[src/core/alu_pkg.sv]
/*
 * constants, field layouts and op codes of the cpu alu with
 * multiplier, divider and barrel shifter, reached over apb.
 * assumes one 50 MHz clock and an active high asynchronous reset.
 */
// Operation
// (RULE_01) 16-bit operands; add, subtract, shift and logic ops; arithmetic is two's complement.
// (RULE_02) ops update carry, zero, negative, overflow and half carry in the flag register.
// (RULE_03) on subtract, carry and half carry mean "no borrow"; zero means borrow.
// (RULE_04) each op runs at byte or word width, picked per issued operation. The code ignores the byte bit for divide, which always runs at word width.
// (RULE_05) operands come from working registers or memory; results go to either.
// (RULE_06) a 17 by 17 multiplier handles unsigned, signed and mixed sign products.
// (RULE_07) 16x16 signed, unsigned, and unsigned by signed, each operand signed independently.
// (RULE_08) a 5-bit unsigned literal may multiply a signed or unsigned 16-bit operand.
// (RULE_09) an 8-bit by 8-bit unsigned multiply mode exists.
// (RULE_10) divide 32/16 and 16/16, each signed and unsigned.
// (RULE_11) quotient always lands in quotient_reg, remainder in remainder_reg.
// (RULE_12) divisor from any working register; 32-bit dividend from pair, high register upper half. The code always takes the divisor from wreg_b_reg.
// (RULE_13) one iteration per divisor bit, so both divide sizes take equal cycles.
// (RULE_14) one-cycle arithmetic right or left shift by up to 15 bits.
// (RULE_15) multi-bit shifts read and write working registers only, never memory.
// (RULE_16) arithmetic right, left and logical right shifts; logical right fills zeros.
// (RULE_17) every divide takes 19 cycles and can be cut off at any cycle.
// (RULE_18) every multiply completes in one cycle.
// (RULE_19) half carry is carry out of bit 3 for bytes, bit 7 for words.
// (RULE_20) overflow flag set on signed overflow, cleared otherwise.
// (RULE_21) in byte mode carry, zero, negative and overflow use the low byte only.
// (RULE_22) signed divide truncates toward zero; remainder takes the dividend's sign.
package alu_pkg;

	// ****************************************
	// widths and timing
	// ****************************************
	localparam int DW         = 16;
	localparam int AW         = 8;
	localparam int DIV_STEPS  = 16;
	localparam int DIV_CYCLES = 19;

	// ****************************************
	// register byte addresses
	// ****************************************
	localparam logic [AW-1:0] A_CTRL    = 8'h00;
	localparam logic [AW-1:0] A_WLO     = 8'h04;
	localparam logic [AW-1:0] A_WHI     = 8'h08;
	localparam logic [AW-1:0] A_WB      = 8'h0C;
	localparam logic [AW-1:0] A_MEMOP   = 8'h10;
	localparam logic [AW-1:0] A_MEMRES  = 8'h14;
	localparam logic [AW-1:0] A_RESULT  = 8'h18;
	localparam logic [AW-1:0] A_RESHI   = 8'h1C;
	localparam logic [AW-1:0] A_FLAGS   = 8'h20;
	localparam logic [AW-1:0] A_QUOT    = 8'h24;
	localparam logic [AW-1:0] A_REM     = 8'h28;
	localparam logic [AW-1:0] A_STATUS  = 8'h2C;

	// ****************************************
	// control word fields
	// ****************************************
	localparam int C_OP_LSB   = 0;
	localparam int C_BYTE     = 4;
	localparam int C_A_SIGNED = 5;
	localparam int C_B_SIGNED = 6;
	localparam int C_USE_LIT  = 7;
	localparam int C_SRC_MEM  = 8;
	localparam int C_DST_MEM  = 9;
	localparam int C_DIV_LONG = 10;
	localparam int C_DIV_SGN  = 11;
	localparam int C_LIT_LSB  = 12;
	localparam int C_ABORT    = 30;
	localparam int C_GO       = 31;
	localparam int CTRL_W     = 17;

	// ****************************************
	// flag positions and reset values
	// ****************************************
	localparam int F_C           = 0;
	localparam int F_Z           = 1;
	localparam int F_SIGNED_WRAP = 2;
	localparam int F_N           = 3;
	localparam int F_HALF_CARRY  = 8;
	localparam logic [DW-1:0]     FLAG_MASK  = 16'h010F;
	localparam logic [DW-1:0]     WORD_RST   = 16'h0000;
	localparam logic [CTRL_W-1:0] CTRL_RST   = 17'h0_0000;
	localparam logic [31:0]       RDATA_RST  = 32'h0000_0000;

	typedef enum logic [3:0] {
		OP_ADD                    = 4'h0,
		OP_SUB                    = 4'h1,
		OP_AND                    = 4'h2,
		OP_IOR                    = 4'h3,
		OP_XOR                    = 4'h4,
		OP_LEFT_SHIFT             = 4'h5,
		OP_ARITHMETIC_RIGHT_SHIFT = 4'h6,
		OP_LOGICAL_RIGHT_SHIFT    = 4'h7,
		OP_MUL                    = 4'h8,
		OP_DIV                    = 4'h9
	} alu_op_t;

endpackage

[src/core/alu_core.sv]
/*
 * cpu alu top: add/sub/logic, barrel shifter, 17x17 multiplier and
 * divider, flag register, all reached over an apb slave.
 * assumes apb signals come from logic on the same clock.
 */
// Register access over APB and the register addresses are this design's own decisions.
`timescale 1ns/1ps
module alu_core (
	input  wire logic                   clock,
	input  wire logic                   rst,
	input  wire logic                   ce,
	input  wire logic                   psel,
	input  wire logic                   penable,
	input  wire logic                   pwrite,
	input  wire logic [alu_pkg::AW-1:0] paddr,
	input  wire logic [31:0]            pwdata,
	output logic      [31:0]            prdata,
	output logic                        pready,
	output logic                        pslverr
);
	import alu_pkg::*;

	// ****************************************
	// helpers
	// ****************************************
	// zero and negative of a result at the chosen width
	function automatic logic [1:0] zn_of(input logic [DW-1:0] r, input logic bw);
		zn_of = bw ? {r[7:0] == 8'h00, r[7]} : {r == WORD_RST, r[15]}; // RULE_21
	endfunction

	function automatic logic is_mapped(input logic [AW-1:0] a);
		is_mapped = (a[1:0] == 2'b00) && (a <= A_STATUS);
	endfunction

	// ****************************************
	// state
	// ****************************************
	logic [CTRL_W-1:0] ctrl_reg;
	logic              exec_reg;
	logic              abort_reg;
	logic [DW-1:0]     wreg_lo_reg;
	logic [DW-1:0]     wreg_hi_reg;
	logic [DW-1:0]     wreg_b_reg;
	logic [DW-1:0]     mem_opnd_reg;
	logic [DW-1:0]     mem_result_reg;
	logic [DW-1:0]     result_reg;
	logic [DW-1:0]     result_hi_reg;
	logic [DW-1:0]     alu_flags_reg;
	logic [DW-1:0]     quotient_reg;
	logic [DW-1:0]     remainder_reg;
	logic              div_busy;
	logic              div_done;
	logic [DW-1:0]     div_q;
	logic [DW-1:0]     div_r;
	logic              access;
	logic              wr_ok;
	alu_op_t           op;
	logic              bw;
	logic              sub;
	logic [3:0]        amt;
	logic [DW-1:0]     a;
	logic [DW-1:0]     b;
	logic [DW-1:0]     bn;
	logic [DW:0]       sum17;
	logic [8:0]        sum9;
	logic [4:0]        sum5;
	logic [16:0]       ma;
	logic [16:0]       mb;
	logic [33:0]       prod;
	logic [DW-1:0]     res;
	logic [DW-1:0]     flg;
	logic              wr_res;

	assign op  = alu_op_t'(ctrl_reg[C_OP_LSB +: 4]);
	assign bw  = ctrl_reg[C_BYTE]; // RULE_04
	assign sub = (op == OP_SUB);
	assign amt = ctrl_reg[C_LIT_LSB +: 4];
	assign access = psel && penable && !pready;
	assign wr_ok  = access && pwrite && is_mapped(paddr);

	// ****************************************
	// datapath
	// ****************************************
	// one combinational pass per issued operation; only the low byte counts in byte mode
	always_comb
	begin
		a = wreg_lo_reg;
		b = ctrl_reg[C_SRC_MEM] ? mem_opnd_reg : wreg_b_reg; // RULE_05
		if (ctrl_reg[C_USE_LIT])
			b = {11'h000, ctrl_reg[C_LIT_LSB +: 5]}; // RULE_08
		bn = sub ? ~b : b; // RULE_03
		sum17 = {1'b0, a} + {1'b0, bn} + {16'h0000, sub}; // RULE_01
		sum9  = {1'b0, a[7:0]} + {1'b0, bn[7:0]} + {8'h00, sub};
		sum5  = {1'b0, a[3:0]} + {1'b0, bn[3:0]} + {4'h0, sub};
		// byte mode treats operands as unsigned bytes
		ma = bw ? {9'h000, a[7:0]} : {ctrl_reg[C_A_SIGNED] & a[15], a}; // RULE_07
		mb = bw ? {9'h000, b[7:0]} : {ctrl_reg[C_B_SIGNED] & b[15] & !ctrl_reg[C_USE_LIT], b}; // RULE_09
		prod = $signed({{17{ma[16]}}, ma}) * $signed({{17{mb[16]}}, mb}); // RULE_06
		flg = alu_flags_reg;
		res = WORD_RST;
		case (op)
			OP_ADD, OP_SUB:
			begin
				res = sum17[DW-1:0];
				flg[F_C]  = bw ? sum9[8] : sum17[16]; // RULE_21
				flg[F_HALF_CARRY]  = bw ? sum5[4] : sum9[8]; // RULE_19
				flg[F_SIGNED_WRAP] = bw ? (a[7] == bn[7]) && (sum9[7] != a[7]) // RULE_20
					: (a[15] == bn[15]) && (sum17[15] != a[15]);
				{flg[F_Z], flg[F_N]} = zn_of(res, bw); // RULE_02
			end
			OP_AND, OP_IOR, OP_XOR:
			begin
				res = (op == OP_AND) ? (a & b) : (op == OP_IOR) ? (a | b) : (a ^ b);
				{flg[F_Z], flg[F_N]} = zn_of(res, bw);
			end
			OP_LEFT_SHIFT:
			begin
				res = a << amt; // RULE_14
				{flg[F_Z], flg[F_N]} = zn_of(res, bw);
			end
			OP_ARITHMETIC_RIGHT_SHIFT:
			begin
				res = bw ? 16'($signed({{8{a[7]}}, a[7:0]}) >>> amt) : 16'($signed(a) >>> amt); // RULE_16
				{flg[F_Z], flg[F_N]} = zn_of(res, bw);
			end
			OP_LOGICAL_RIGHT_SHIFT:
			begin
				res = bw ? ({8'h00, a[7:0]} >> amt) : (a >> amt); // RULE_16
				{flg[F_Z], flg[F_N]} = zn_of(res, bw);
			end
			OP_MUL:
				res = prod[DW-1:0];
			default:
				res = WORD_RST;
		endcase
	end

	// shifts are register-only, so the memory path is forced off for them
	assign wr_res = (op == OP_LEFT_SHIFT) || (op == OP_ARITHMETIC_RIGHT_SHIFT)
		|| (op == OP_LOGICAL_RIGHT_SHIFT) || !ctrl_reg[C_DST_MEM]; // RULE_15

	// ****************************************
	// divider
	// ****************************************
	alu_divider u_div (
		.clock       (clock),
		.rst         (rst),
		.ce          (ce),
		.start       (exec_reg && op == OP_DIV),
		.abort       (abort_reg),
		.long_mode   (ctrl_reg[C_DIV_LONG]), // RULE_10
		.signed_mode (ctrl_reg[C_DIV_SGN]),
		.dividend    ({wreg_hi_reg, wreg_lo_reg}),
		.divisor     (wreg_b_reg),
		.busy        (div_busy),
		.done        (div_done),
		.quotient    (div_q),
		.remainder   (div_r)
	);

	// ****************************************
	// control and issue
	// ****************************************
	// a go while a divide runs is dropped so the operands stay stable
	always_ff @(posedge clock or posedge rst)
	begin
		if (rst)
		begin
			ctrl_reg  <= CTRL_RST;
			exec_reg  <= 1'b0;
			abort_reg <= 1'b0;
		end
		else if (ce)
		begin
			exec_reg  <= 1'b0;
			abort_reg <= 1'b0;
			if (wr_ok && paddr == A_CTRL && !div_busy)
			begin
				ctrl_reg <= pwdata[CTRL_W-1:0];
				exec_reg <= pwdata[C_GO];
			end
			if (wr_ok && paddr == A_CTRL)
				abort_reg <= pwdata[C_ABORT]; // RULE_17
		end
	end

	// working registers, results and flags; hardware updates win over software writes
	always_ff @(posedge clock or posedge rst)
	begin
		if (rst)
		begin
			wreg_lo_reg    <= WORD_RST;
			wreg_hi_reg    <= WORD_RST;
			wreg_b_reg     <= WORD_RST;
			mem_opnd_reg   <= WORD_RST;
			mem_result_reg <= WORD_RST;
			result_reg     <= WORD_RST;
			result_hi_reg  <= WORD_RST;
			alu_flags_reg  <= WORD_RST;
		end
		else if (ce)
		begin
			if (wr_ok)
			begin
				case (paddr)
					A_WLO:    wreg_lo_reg    <= pwdata[DW-1:0];
					A_WHI:    wreg_hi_reg    <= pwdata[DW-1:0];
					A_WB:     wreg_b_reg     <= pwdata[DW-1:0];
					A_MEMOP:  mem_opnd_reg   <= pwdata[DW-1:0];
					A_MEMRES: mem_result_reg <= pwdata[DW-1:0];
					A_FLAGS:  alu_flags_reg  <= pwdata[DW-1:0] & FLAG_MASK;
					default:  result_reg     <= result_reg;
				endcase
			end
			if (exec_reg && op != OP_DIV) // RULE_18
			begin
				result_reg    <= res;
				alu_flags_reg <= flg & FLAG_MASK; // RULE_02
				if (op == OP_MUL)
					result_hi_reg <= prod[31:16];
				// byte writes leave the destination's upper byte alone
				if (wr_res)
					wreg_lo_reg <= bw ? {wreg_lo_reg[15:8], res[7:0]} : res;
				else
					mem_result_reg <= bw ? {mem_result_reg[15:8], res[7:0]} : res; // RULE_05
			end
		end
	end

	// divide results always land in the fixed pair
	always_ff @(posedge clock or posedge rst)
	begin
		if (rst)
		begin
			quotient_reg  <= WORD_RST;
			remainder_reg <= WORD_RST;
		end
		else if (ce && div_done)
		begin
			quotient_reg  <= div_q; // RULE_11
			remainder_reg <= div_r;
		end
	end

	// ****************************************
	// apb slave
	// ****************************************
	// one wait state: pready rises the cycle after the access phase begins
	always_ff @(posedge clock or posedge rst)
	begin
		if (rst)
		begin
			pready  <= 1'b0;
			pslverr <= 1'b0;
			prdata  <= RDATA_RST;
		end
		else if (ce)
		begin
			pready  <= access;
			pslverr <= access && !is_mapped(paddr);
			if (access && !pwrite)
			begin
				case (paddr)
					A_CTRL:   prdata <= {15'h0000, ctrl_reg};
					A_WLO:    prdata <= {16'h0000, wreg_lo_reg};
					A_WHI:    prdata <= {16'h0000, wreg_hi_reg};
					A_WB:     prdata <= {16'h0000, wreg_b_reg};
					A_MEMOP:  prdata <= {16'h0000, mem_opnd_reg};
					A_MEMRES: prdata <= {16'h0000, mem_result_reg};
					A_RESULT: prdata <= {16'h0000, result_reg};
					A_RESHI:  prdata <= {16'h0000, result_hi_reg};
					A_FLAGS:  prdata <= {16'h0000, alu_flags_reg};
					A_QUOT:   prdata <= {16'h0000, quotient_reg};
					A_REM:    prdata <= {16'h0000, remainder_reg};
					A_STATUS: prdata <= {31'h0000_0000, div_busy};
					default:  prdata <= RDATA_RST;
				endcase
			end
		end
	end
endmodule

[src/core/alu_divider.sv]
/*
 * iterative restoring divider, 32/16 or 16/16, signed or unsigned.
 * assumes start is a one-cycle pulse from the same clock domain.
 */
`timescale 1ns/1ps
module alu_divider (
	input  wire logic                   clock,
	input  wire logic                   rst,
	input  wire logic                   ce,
	input  wire logic                   start,
	input  wire logic                   abort,
	input  wire logic                   long_mode,
	input  wire logic                   signed_mode,
	input  wire logic [31:0]            dividend,
	input  wire logic [alu_pkg::DW-1:0] divisor,
	output logic                        busy,
	output logic                        done,
	output logic      [alu_pkg::DW-1:0] quotient,
	output logic      [alu_pkg::DW-1:0] remainder
);
	import alu_pkg::*;

	typedef enum logic [3:0] {
		DS_IDLE = 4'b0001,
		DS_ITER = 4'b0010,
		DS_FIX  = 4'b0100,
		DS_DONE = 4'b1000
	} alu_div_state_t;

	alu_div_state_t state_reg;
	logic [4:0]     cnt_reg;
	logic [DW-1:0]  d_reg;
	logic           qneg_reg;
	logic           rneg_reg;
	logic [31:0]    dvd;
	logic [31:0]    mag;
	logic [DW:0]    trial;
	logic           fits;

	// operand magnitudes; a short dividend is widened by mode
	always_comb
	begin
		dvd = long_mode ? dividend : {signed_mode ? {16{dividend[15]}} : 16'h0000, dividend[15:0]}; // RULE_12
		mag = (signed_mode && dvd[31]) ? 32'(-dvd) : dvd;
		trial = {remainder, quotient[DW-1]};
		fits = trial >= {1'b0, d_reg};
	end

	// sequencer: load, one step per divisor bit, sign fix, done
	// the upper dividend half must be below the divisor or the quotient wraps
	always_ff @(posedge clock or posedge rst)
	begin
		if (rst)
		begin
			state_reg <= DS_IDLE;
			cnt_reg   <= 5'd0;
			busy      <= 1'b0;
			done      <= 1'b0;
			d_reg     <= WORD_RST;
			qneg_reg  <= 1'b0;
			rneg_reg  <= 1'b0;
			quotient  <= WORD_RST;
			remainder <= WORD_RST;
		end
		else if (ce)
		begin
			done <= 1'b0;
			if (abort) // RULE_17
			begin
				state_reg <= DS_IDLE;
				busy      <= 1'b0;
			end
			else
			begin
				case (state_reg)
					DS_IDLE:
					begin
						if (start)
						begin
							state_reg <= DS_ITER;
							busy      <= 1'b1;
							cnt_reg   <= 5'd0;
							remainder <= mag[31:16];
							quotient  <= mag[15:0];
							d_reg     <= (signed_mode && divisor[15]) ? 16'(-divisor) : divisor;
							rneg_reg  <= signed_mode && dvd[31]; // RULE_22
							qneg_reg  <= signed_mode && (dvd[31] ^ divisor[15]);
						end
					end
					DS_ITER:
					begin
						remainder <= fits ? 16'(trial - {1'b0, d_reg}) : trial[DW-1:0];
						quotient  <= {quotient[DW-2:0], fits};
						cnt_reg   <= 5'(cnt_reg + 5'd1);
						if (cnt_reg == 5'(DIV_STEPS - 1)) // RULE_13
							state_reg <= DS_FIX;
					end
					DS_FIX:
					begin
						if (qneg_reg)
							quotient <= 16'(-quotient); // RULE_22
						if (rneg_reg)
							remainder <= 16'(-remainder);
						done      <= 1'b1;
						state_reg <= DS_DONE;
					end
					DS_DONE:
					begin
						busy      <= 1'b0;
						state_reg <= DS_IDLE;
					end
					default:
					begin
						busy      <= 1'b0;
						state_reg <= DS_IDLE;
					end
				endcase
			end
		end
	end
endmodule

[config.mk]
export PLATFORM = sky130hd
export DESIGN_NAME = alu_core
export DESIGN_NICKNAME = d
export VERILOG_FILES = /design/src/core/alu_pkg.sv /design/src/core/alu_core.sv /design/src/core/alu_divider.sv
export SDC_FILE = /design/constraint.sdc
export NUM_CORES = 2
export LEC_CHECK = 0
export BUFFER_PORTS_ARGS = -buffer_cell sky130_fd_sc_hd__buf_2
export CAP_MARGIN = 20
export CORE_MARGIN = 2
export CORE_UTILIZATION = 49
export DETAILED_ROUTE_END_ITERATION = 6
export PLACE_DENSITY = 0.67
export SYNTH_ARGS = -nofsm -noshare
export SYNTH_HDL_FRONTEND = slang
export SYNTH_HIERARCHICAL = 1
export SYNTH_SLANG_ARGS = --single-unit
[constraint.sdc]
create_clock -name clock -period 6.7 [get_ports clock]
set_input_delay 1.34 -clock clock [delete_from_list [all_inputs] [get_ports clock]]
set_output_delay 1.34 -clock clock [all_outputs]
set_load 0.05 [all_outputs]
### Yosys cells after proc, flatten, opt, wreduce, memory -nomap -nowiden

Index checks and enable logic that the tools add are counted.

* bits in registers: 274
* memory bits (writable): 0
* memories: 0
* bits of input ports: 46
* output and inout bits: 34
* latch bits: 0
* memory bits (read-only): 0

* bitwise logic cells: 9
* div/mod/pow operators: 0
* shift operators: 5
* multiply operators: 1
* reductions and logical operators: 64
* mux-type cells: 60
* add/subtract/negate cells: 12
* $lt $le $gt $ge: 2
* eq/ne operators: 39

Operators by type and width (count)
* 16-bit two-way mux: 26
* 17-bit one-hot mux with 12 select lines: 1
* 16-bit one-hot mux with 3 select lines: 2
* 16-bit one-hot mux with 6 select lines: 1
* 16-bit zero test: 5
* 32-bit two-way mux: 2
* 8-bit zero test: 6
* 16-bit negation: 3
* 17-bit two-way mux: 2
* 8-bit by 5-bit == test with 1-bit output, second input constant: 4
* 8-bit by 6-bit == test with 1-bit output, second input constant: 4
* 17-bit by 17-bit multiplier with 32-bit output: 1
* 32-bit negation: 1
* 3-bit AND reduction: 7
* 4-bit by 3-bit == test with 1-bit output, second input constant: 5
* 16-bit by 16-bit adder with 17-bit output: 1
* 17-bit by 1-bit adder with 17-bit output: 1
* 17-bit by 16-bit >= comparator with 1-bit output: 1
* 1-bit logical AND: 17
* 16-bit AND: 1
* 8-bit by 4-bit == test with 1-bit output, second input constant: 2
* 16-bit NOT: 1
* 16-bit bitwise OR: 1
* 4-bit AND reduction: 4
* other kinds (46): 93

### Depth between registers and ports, before layout

* word-level depth: 11
* gate-level depth with buffers: 31
* depth with buffers taken out: 26

### Modules after synthesis

The synthesis kept the hierarchy.

Modules (own cells, without submodules)
* alu_core: times used 1, cells an instance 2608, area each 23231.0 um2, seq. area each 4679.5 um2
* alu_divider: times used 1, cells an instance 752, area each 5710.5 um2, seq. area each 1527.7 um2

### Worst setup path before layout

Ideal clock, no wire load.

* path type: register -> register
* start: register ctrl_reg[14]
* end: register result_hi_reg[12]
* setup time: 0.133 ns
* cell stages (with the launch flop): 29
* period minus slack after synthesis: 7.142 ns
* path buffers: 5
* data required time: 6.567 ns
* setup slack: -0.442 ns
* data arrival time: 7.009 ns
* cells stage by stage: dfrtp_1 -> clkbuf_1 -> clkbuf_1 -> buf_1 -> clkbuf_1 -> nand2_1 -> o21ai_1 -> clkbuf_1 -> nand2_1 -> fa_1 -> inv_1 -> fa_1 -> inv_1 -> fa_1 -> inv_1 -> fa_1 -> fa_1 -> inv_1 -> fa_1 -> inv_1 -> ha_1 -> a21o_1 -> a211oi_1 -> o21ai_0 -> a31oi_1 -> o211ai_1 -> a21oi_1 -> xor2_1 -> o21ai_0

* cells in the longest elaborated chain, start to end: 3

RTL lines
* start: declaration: line alu_core.sv:38 `logic [CTRL_W-1:0] ctrl_reg;`
* start signal: assignment: line alu_core.sv:179 `ctrl_reg <= pwdata[CTRL_W-1:0];`
* 16-bit two-way mux: line alu_core.sv:89 `if (ctrl_reg[C_USE_LIT])`
* 17-bit two-way mux: line alu_core.sv:97 `mb = bw ? {9'h000, b[7:0]} : {ctrl_reg[C_B_SIGNED] & b[15] & !ctrl_reg[C_USE_LIT], b};`
* 17-bit by 17-bit multiplier with 32-bit output: line alu_core.sv:98 `prod = $signed({{17{ma[16]}}, ma}) * $signed({{17{mb[16]}}, mb});`
* end signal: assignment: line alu_core.sv:220 `result_hi_reg <= prod[31:16];`
* end: declaration: line alu_core.sv:47 `logic [DW-1:0] result_hi_reg;`

No other way between the ends.
A chain may end at the register's enable or synchronous reset.

### Final worst setup path

* start: register ctrl_reg[8]
* end: register result_hi_reg[11]

* cells in the longest elaborated chain, start to end: 6

RTL lines
* 16-bit two-way mux (*): line alu_core.sv:88 `b = ctrl_reg[C_SRC_MEM] ? mem_opnd_reg : wreg_b_reg;`
* 16-bit two-way mux (*): line alu_core.sv:89
* 1-bit AND (2 in a row): line alu_core.sv:97
* 17-bit two-way mux (*): line alu_core.sv:97
* 17-bit by 17-bit multiplier with 32-bit output (*): line alu_core.sv:98

Every way passes the cells marked *; elsewhere a longest branch is shown, timed or not.

==> results.py <==
metrics = {
    "clock_network": {
        "clkTransAtPathRegs_ns": 0.06,
        "cts_hold_buf": 0,
        "cts_buffer_depth": 3,
        "htree_num_levels": 1,
        "clk_latency_ns": 0.55,
        "cts_sinks": 248,
        "cts-root-buf": "clkbuf_16",
        "numCtsBuffers": 27,
        "cts_tree": "done",
    },
    "placement": {
        "pre_cts_ws_ns": -0.212,
        "globalplace.congestion": 1.01,
        "portBuffers": 51,
        "hpwlAfterDp_mm": 80.9,
    },
    "synthesis": {
        "synth-main-ff-cell": "dfrtp_1",
        "synth_adder_area_share": 0.262,
        "netlist_area_um2": 28900,
        "synth_most_common_cell": "inv_1",
        "synth_top_family_by_area": "adder cells",
        "yosysTopAreaCell": "dfrtp_1",
        "ys_types": 99,
        "yosys.area_share.xor_xnor": 0.0369,
        "ys_ff_latch": 248,
        "synth_warnings": 6,
        "synth_top_cells_by_count": "inv_1, nor2_1, nand2_1, fa_1, dfrtp_1",
        "muxShareOfSynthArea": 0.0706,
        "yosys.area_share.simple": 0.156,
        "avgSynthCellArea_um2": 8.61,
        "synth_edf_count": 0,
        "synth_top_area_frac": 0.214,
        "synth_compound_area_frac": 0.174,
        "syn_inst": 3360,
        "ys_top_cells_by_area": "dfrtp_1, fa_1, ha_1",
        "yosysSeqAreaShare": 0.214,
        "async_reset_ff_frac": 1.00,
    },
    "setup_path": {
        "path_max_fanout": 8,
        "cp_slowest_stage_delay_ns": 0.55,
        "path_common_cell": "fa_1",
        "startpoint_type": "register",
        "end_kind": "register",
        "required_ns": 7.14,
        "critPathArrivalTime_ns": 7.08,
        "slowest_stage": "fa_1",
        "critPathKind": "reg -> reg",
    },
    "floorplanning": {
        "coreArea_um2": 58700,
        "rows": 89,
        "die_width_um": 247,
        "die_area_um2": 61000,
        "die_h_um": 247,
        "initial_core_util": 0.493,
        "ios": 80,
    },
    "detailed_routing": {
        "wire_per_inst_um": 24.4,
        "drt_iter0_drc": 3238,
        "drc": 0,
        "dr_total_vias": 26641,
        "firstDrtPassIters": 6,
        "totalWireLength_mm": 105,
        "viasPerCell": 6.19,
        "final_antenna_net_count": 0,
    },
    "final_layout": {
        "area_growth_pct": 13.0,
        "antenna_cells": 0,
        "nets": 3991,
        "seq_area_um2": 6210,
        "nFillCells": 5367,
        "final_layout_size_suffix_gt1_frac": 0.174,
        "multiInputGateArea_um2": 20800,
    },
    "power_and_ir_drop": {
        "p_int_mw": 2.94,
        "leakagePower_nw": 15.0,
        "vdd_drop_max_uv": 193,
        "seqPwrFrac": 0.374,
        "p_switching_mw": 1.82,
        "finalPower_mw": 4.76,
        "powerDensity_nw_per_um2": 146,
        "switching_share": 0.382,
        "p_clk_frac": 0.310,
        "p_comb_frac": 0.316,
    },
    "timing": {
        "finalSetupViolCount": 0,
        "fin_ws_ns": 0.0596,
        "final_hold_viol_count": 0,
        "min_period_ns": 6.64,
        "period_share": 0.991,
        "maxSlewViolCount": 0,
        "worstMarginPinSlew_ns": 1.01,
        "clock.fmax_ghz": 0.151,
        "skew_ns": 0.0152,
        "rsz0062_at_grt": "yes",
        "slew_headroom": 0.324,
    },
    "global_routing": {
        "antenna_found_initial": 1,
        "gr-total-overflow": 0,
        "first_global_vias": 25752,
        "grt_usage": 0.345,
        "grt_pass1_wl_mm": 159,
        "grt_max_degree": 129,
    },
    "run_status": {
        "status": "finished, final reports clean",
    },
    "run": {
        "cap_violations": 0,
    },
    "hold_path": {
        "hold_class": "reg -> reg",
    },
}
[final timing paths]
path | slack (ns) | start | cells after the start | endpoint
max in group asynchronous | 4.30 | rst | 3 | ctrl_reg[7]
min in group asynchronous | 1.00 | rst | 2 | quotient_reg[6]
setup / recovery | 0.06 | ctrl_reg[8] | 25 | result_hi_reg[11]
setup reg to reg | 0.06 | ctrl_reg[8] | 25 | result_hi_reg[11]
hold reg to reg | 0.48 | u_div/d_reg[13] | 2 | u_div/d_reg[13]
hold / removal | 0.48 | u_div/d_reg[13] | 2 | u_div/d_reg[13]
[critical path: cells and delay by family, from the launching register on]
family / cells / cell delay [ns]
muxes: 1 / 0.12
and+or+nand+nor: 3 / 0.69
adders and majority gates: 7 / 3.35
AOI/OAI and AO/OA: 5 / 0.95
DFF: 1 / 0.45
buffers and inverters: 8 / 0.84
xor gates and xnor gates: 1 / 0.12
[placed cells by master, fill, tap and decap left out, drive strengths merged, types with 116 or more instances in the layout]
cell type  netlist  layout
inv            429     431
nor2           359     359
nand2          349     349
buf             56     300
fa             284     284
dfrtp          247     247
o21ai          183     183
a21oi          161     161
ha             151     151
mux2           116     116
[per-layer routing]
metal  share of wire  up-vias  routed length [µm]  track usage
li1                -    11750                   -            -
met1            0.39    13005               41200        0.462
met2            0.44     1528               46200        0.534
met3            0.11      356               11400       0.0709
met4           0.060        2                6290        0.164
met5         0.00010        -                  11            0
[per-stage QoR]
stage	hold slack (ns)	instances	setup TNS, ns	utilization	area, µm²
floorplan	0.445	3374	0	-	29000
global placement	0.462	4231	-1.28	0.531	31200
detailed placement	0.470	4232	-1.63	0.531	31200
CTS	0.484	4289	0	0.549	32200
global route	0.505	4302	-1.28	0.557	32700
finish	0.483	4302	0	0.557	32700
[cells by family after synthesis]
kind of cell	Yosys count
and+or+nand+nor	997
AOI/OAI and AO/OA	754
buffers and inverters	631
adders and majority gates	435
DFF	248
muxes	173
xor gates and xnor gates	121
other	1
[power groups by stage]
stage / clock, mW / sequential, mW / combinational, mW
finish: 1.47 / 1.78 / 1.50
global route: 1.54 / 1.80 / 1.61
CTS: 1.48 / 1.78 / 1.45
detailed placement: 0 / 1.80 / 1.44
global placement: 0 / 1.80 / 1.42
floorplan: 0 / 1.83 / 0.869
[layout make-up]
cell class | instances | area share
clock buffer | 41 | 0.0241
clock inverter | 7 | 0.00207
inverter | 437 | 0.0507
timing repair buffer | 301 | 0.0689
tap | 773 | 0.0296
multi-input combinational | 2495 | 0.635
sequential | 248 | 0.190
[what timing repair did]
action | CTS | global route
resized for setup | 37 | 89
endpoints found under the setup margin | 13 | 29
pin swaps | 22 | 59
setup buffers | 8 | 11
cloned | 1 | 0
No activity file was read; power rests on OpenSTA's default activity.
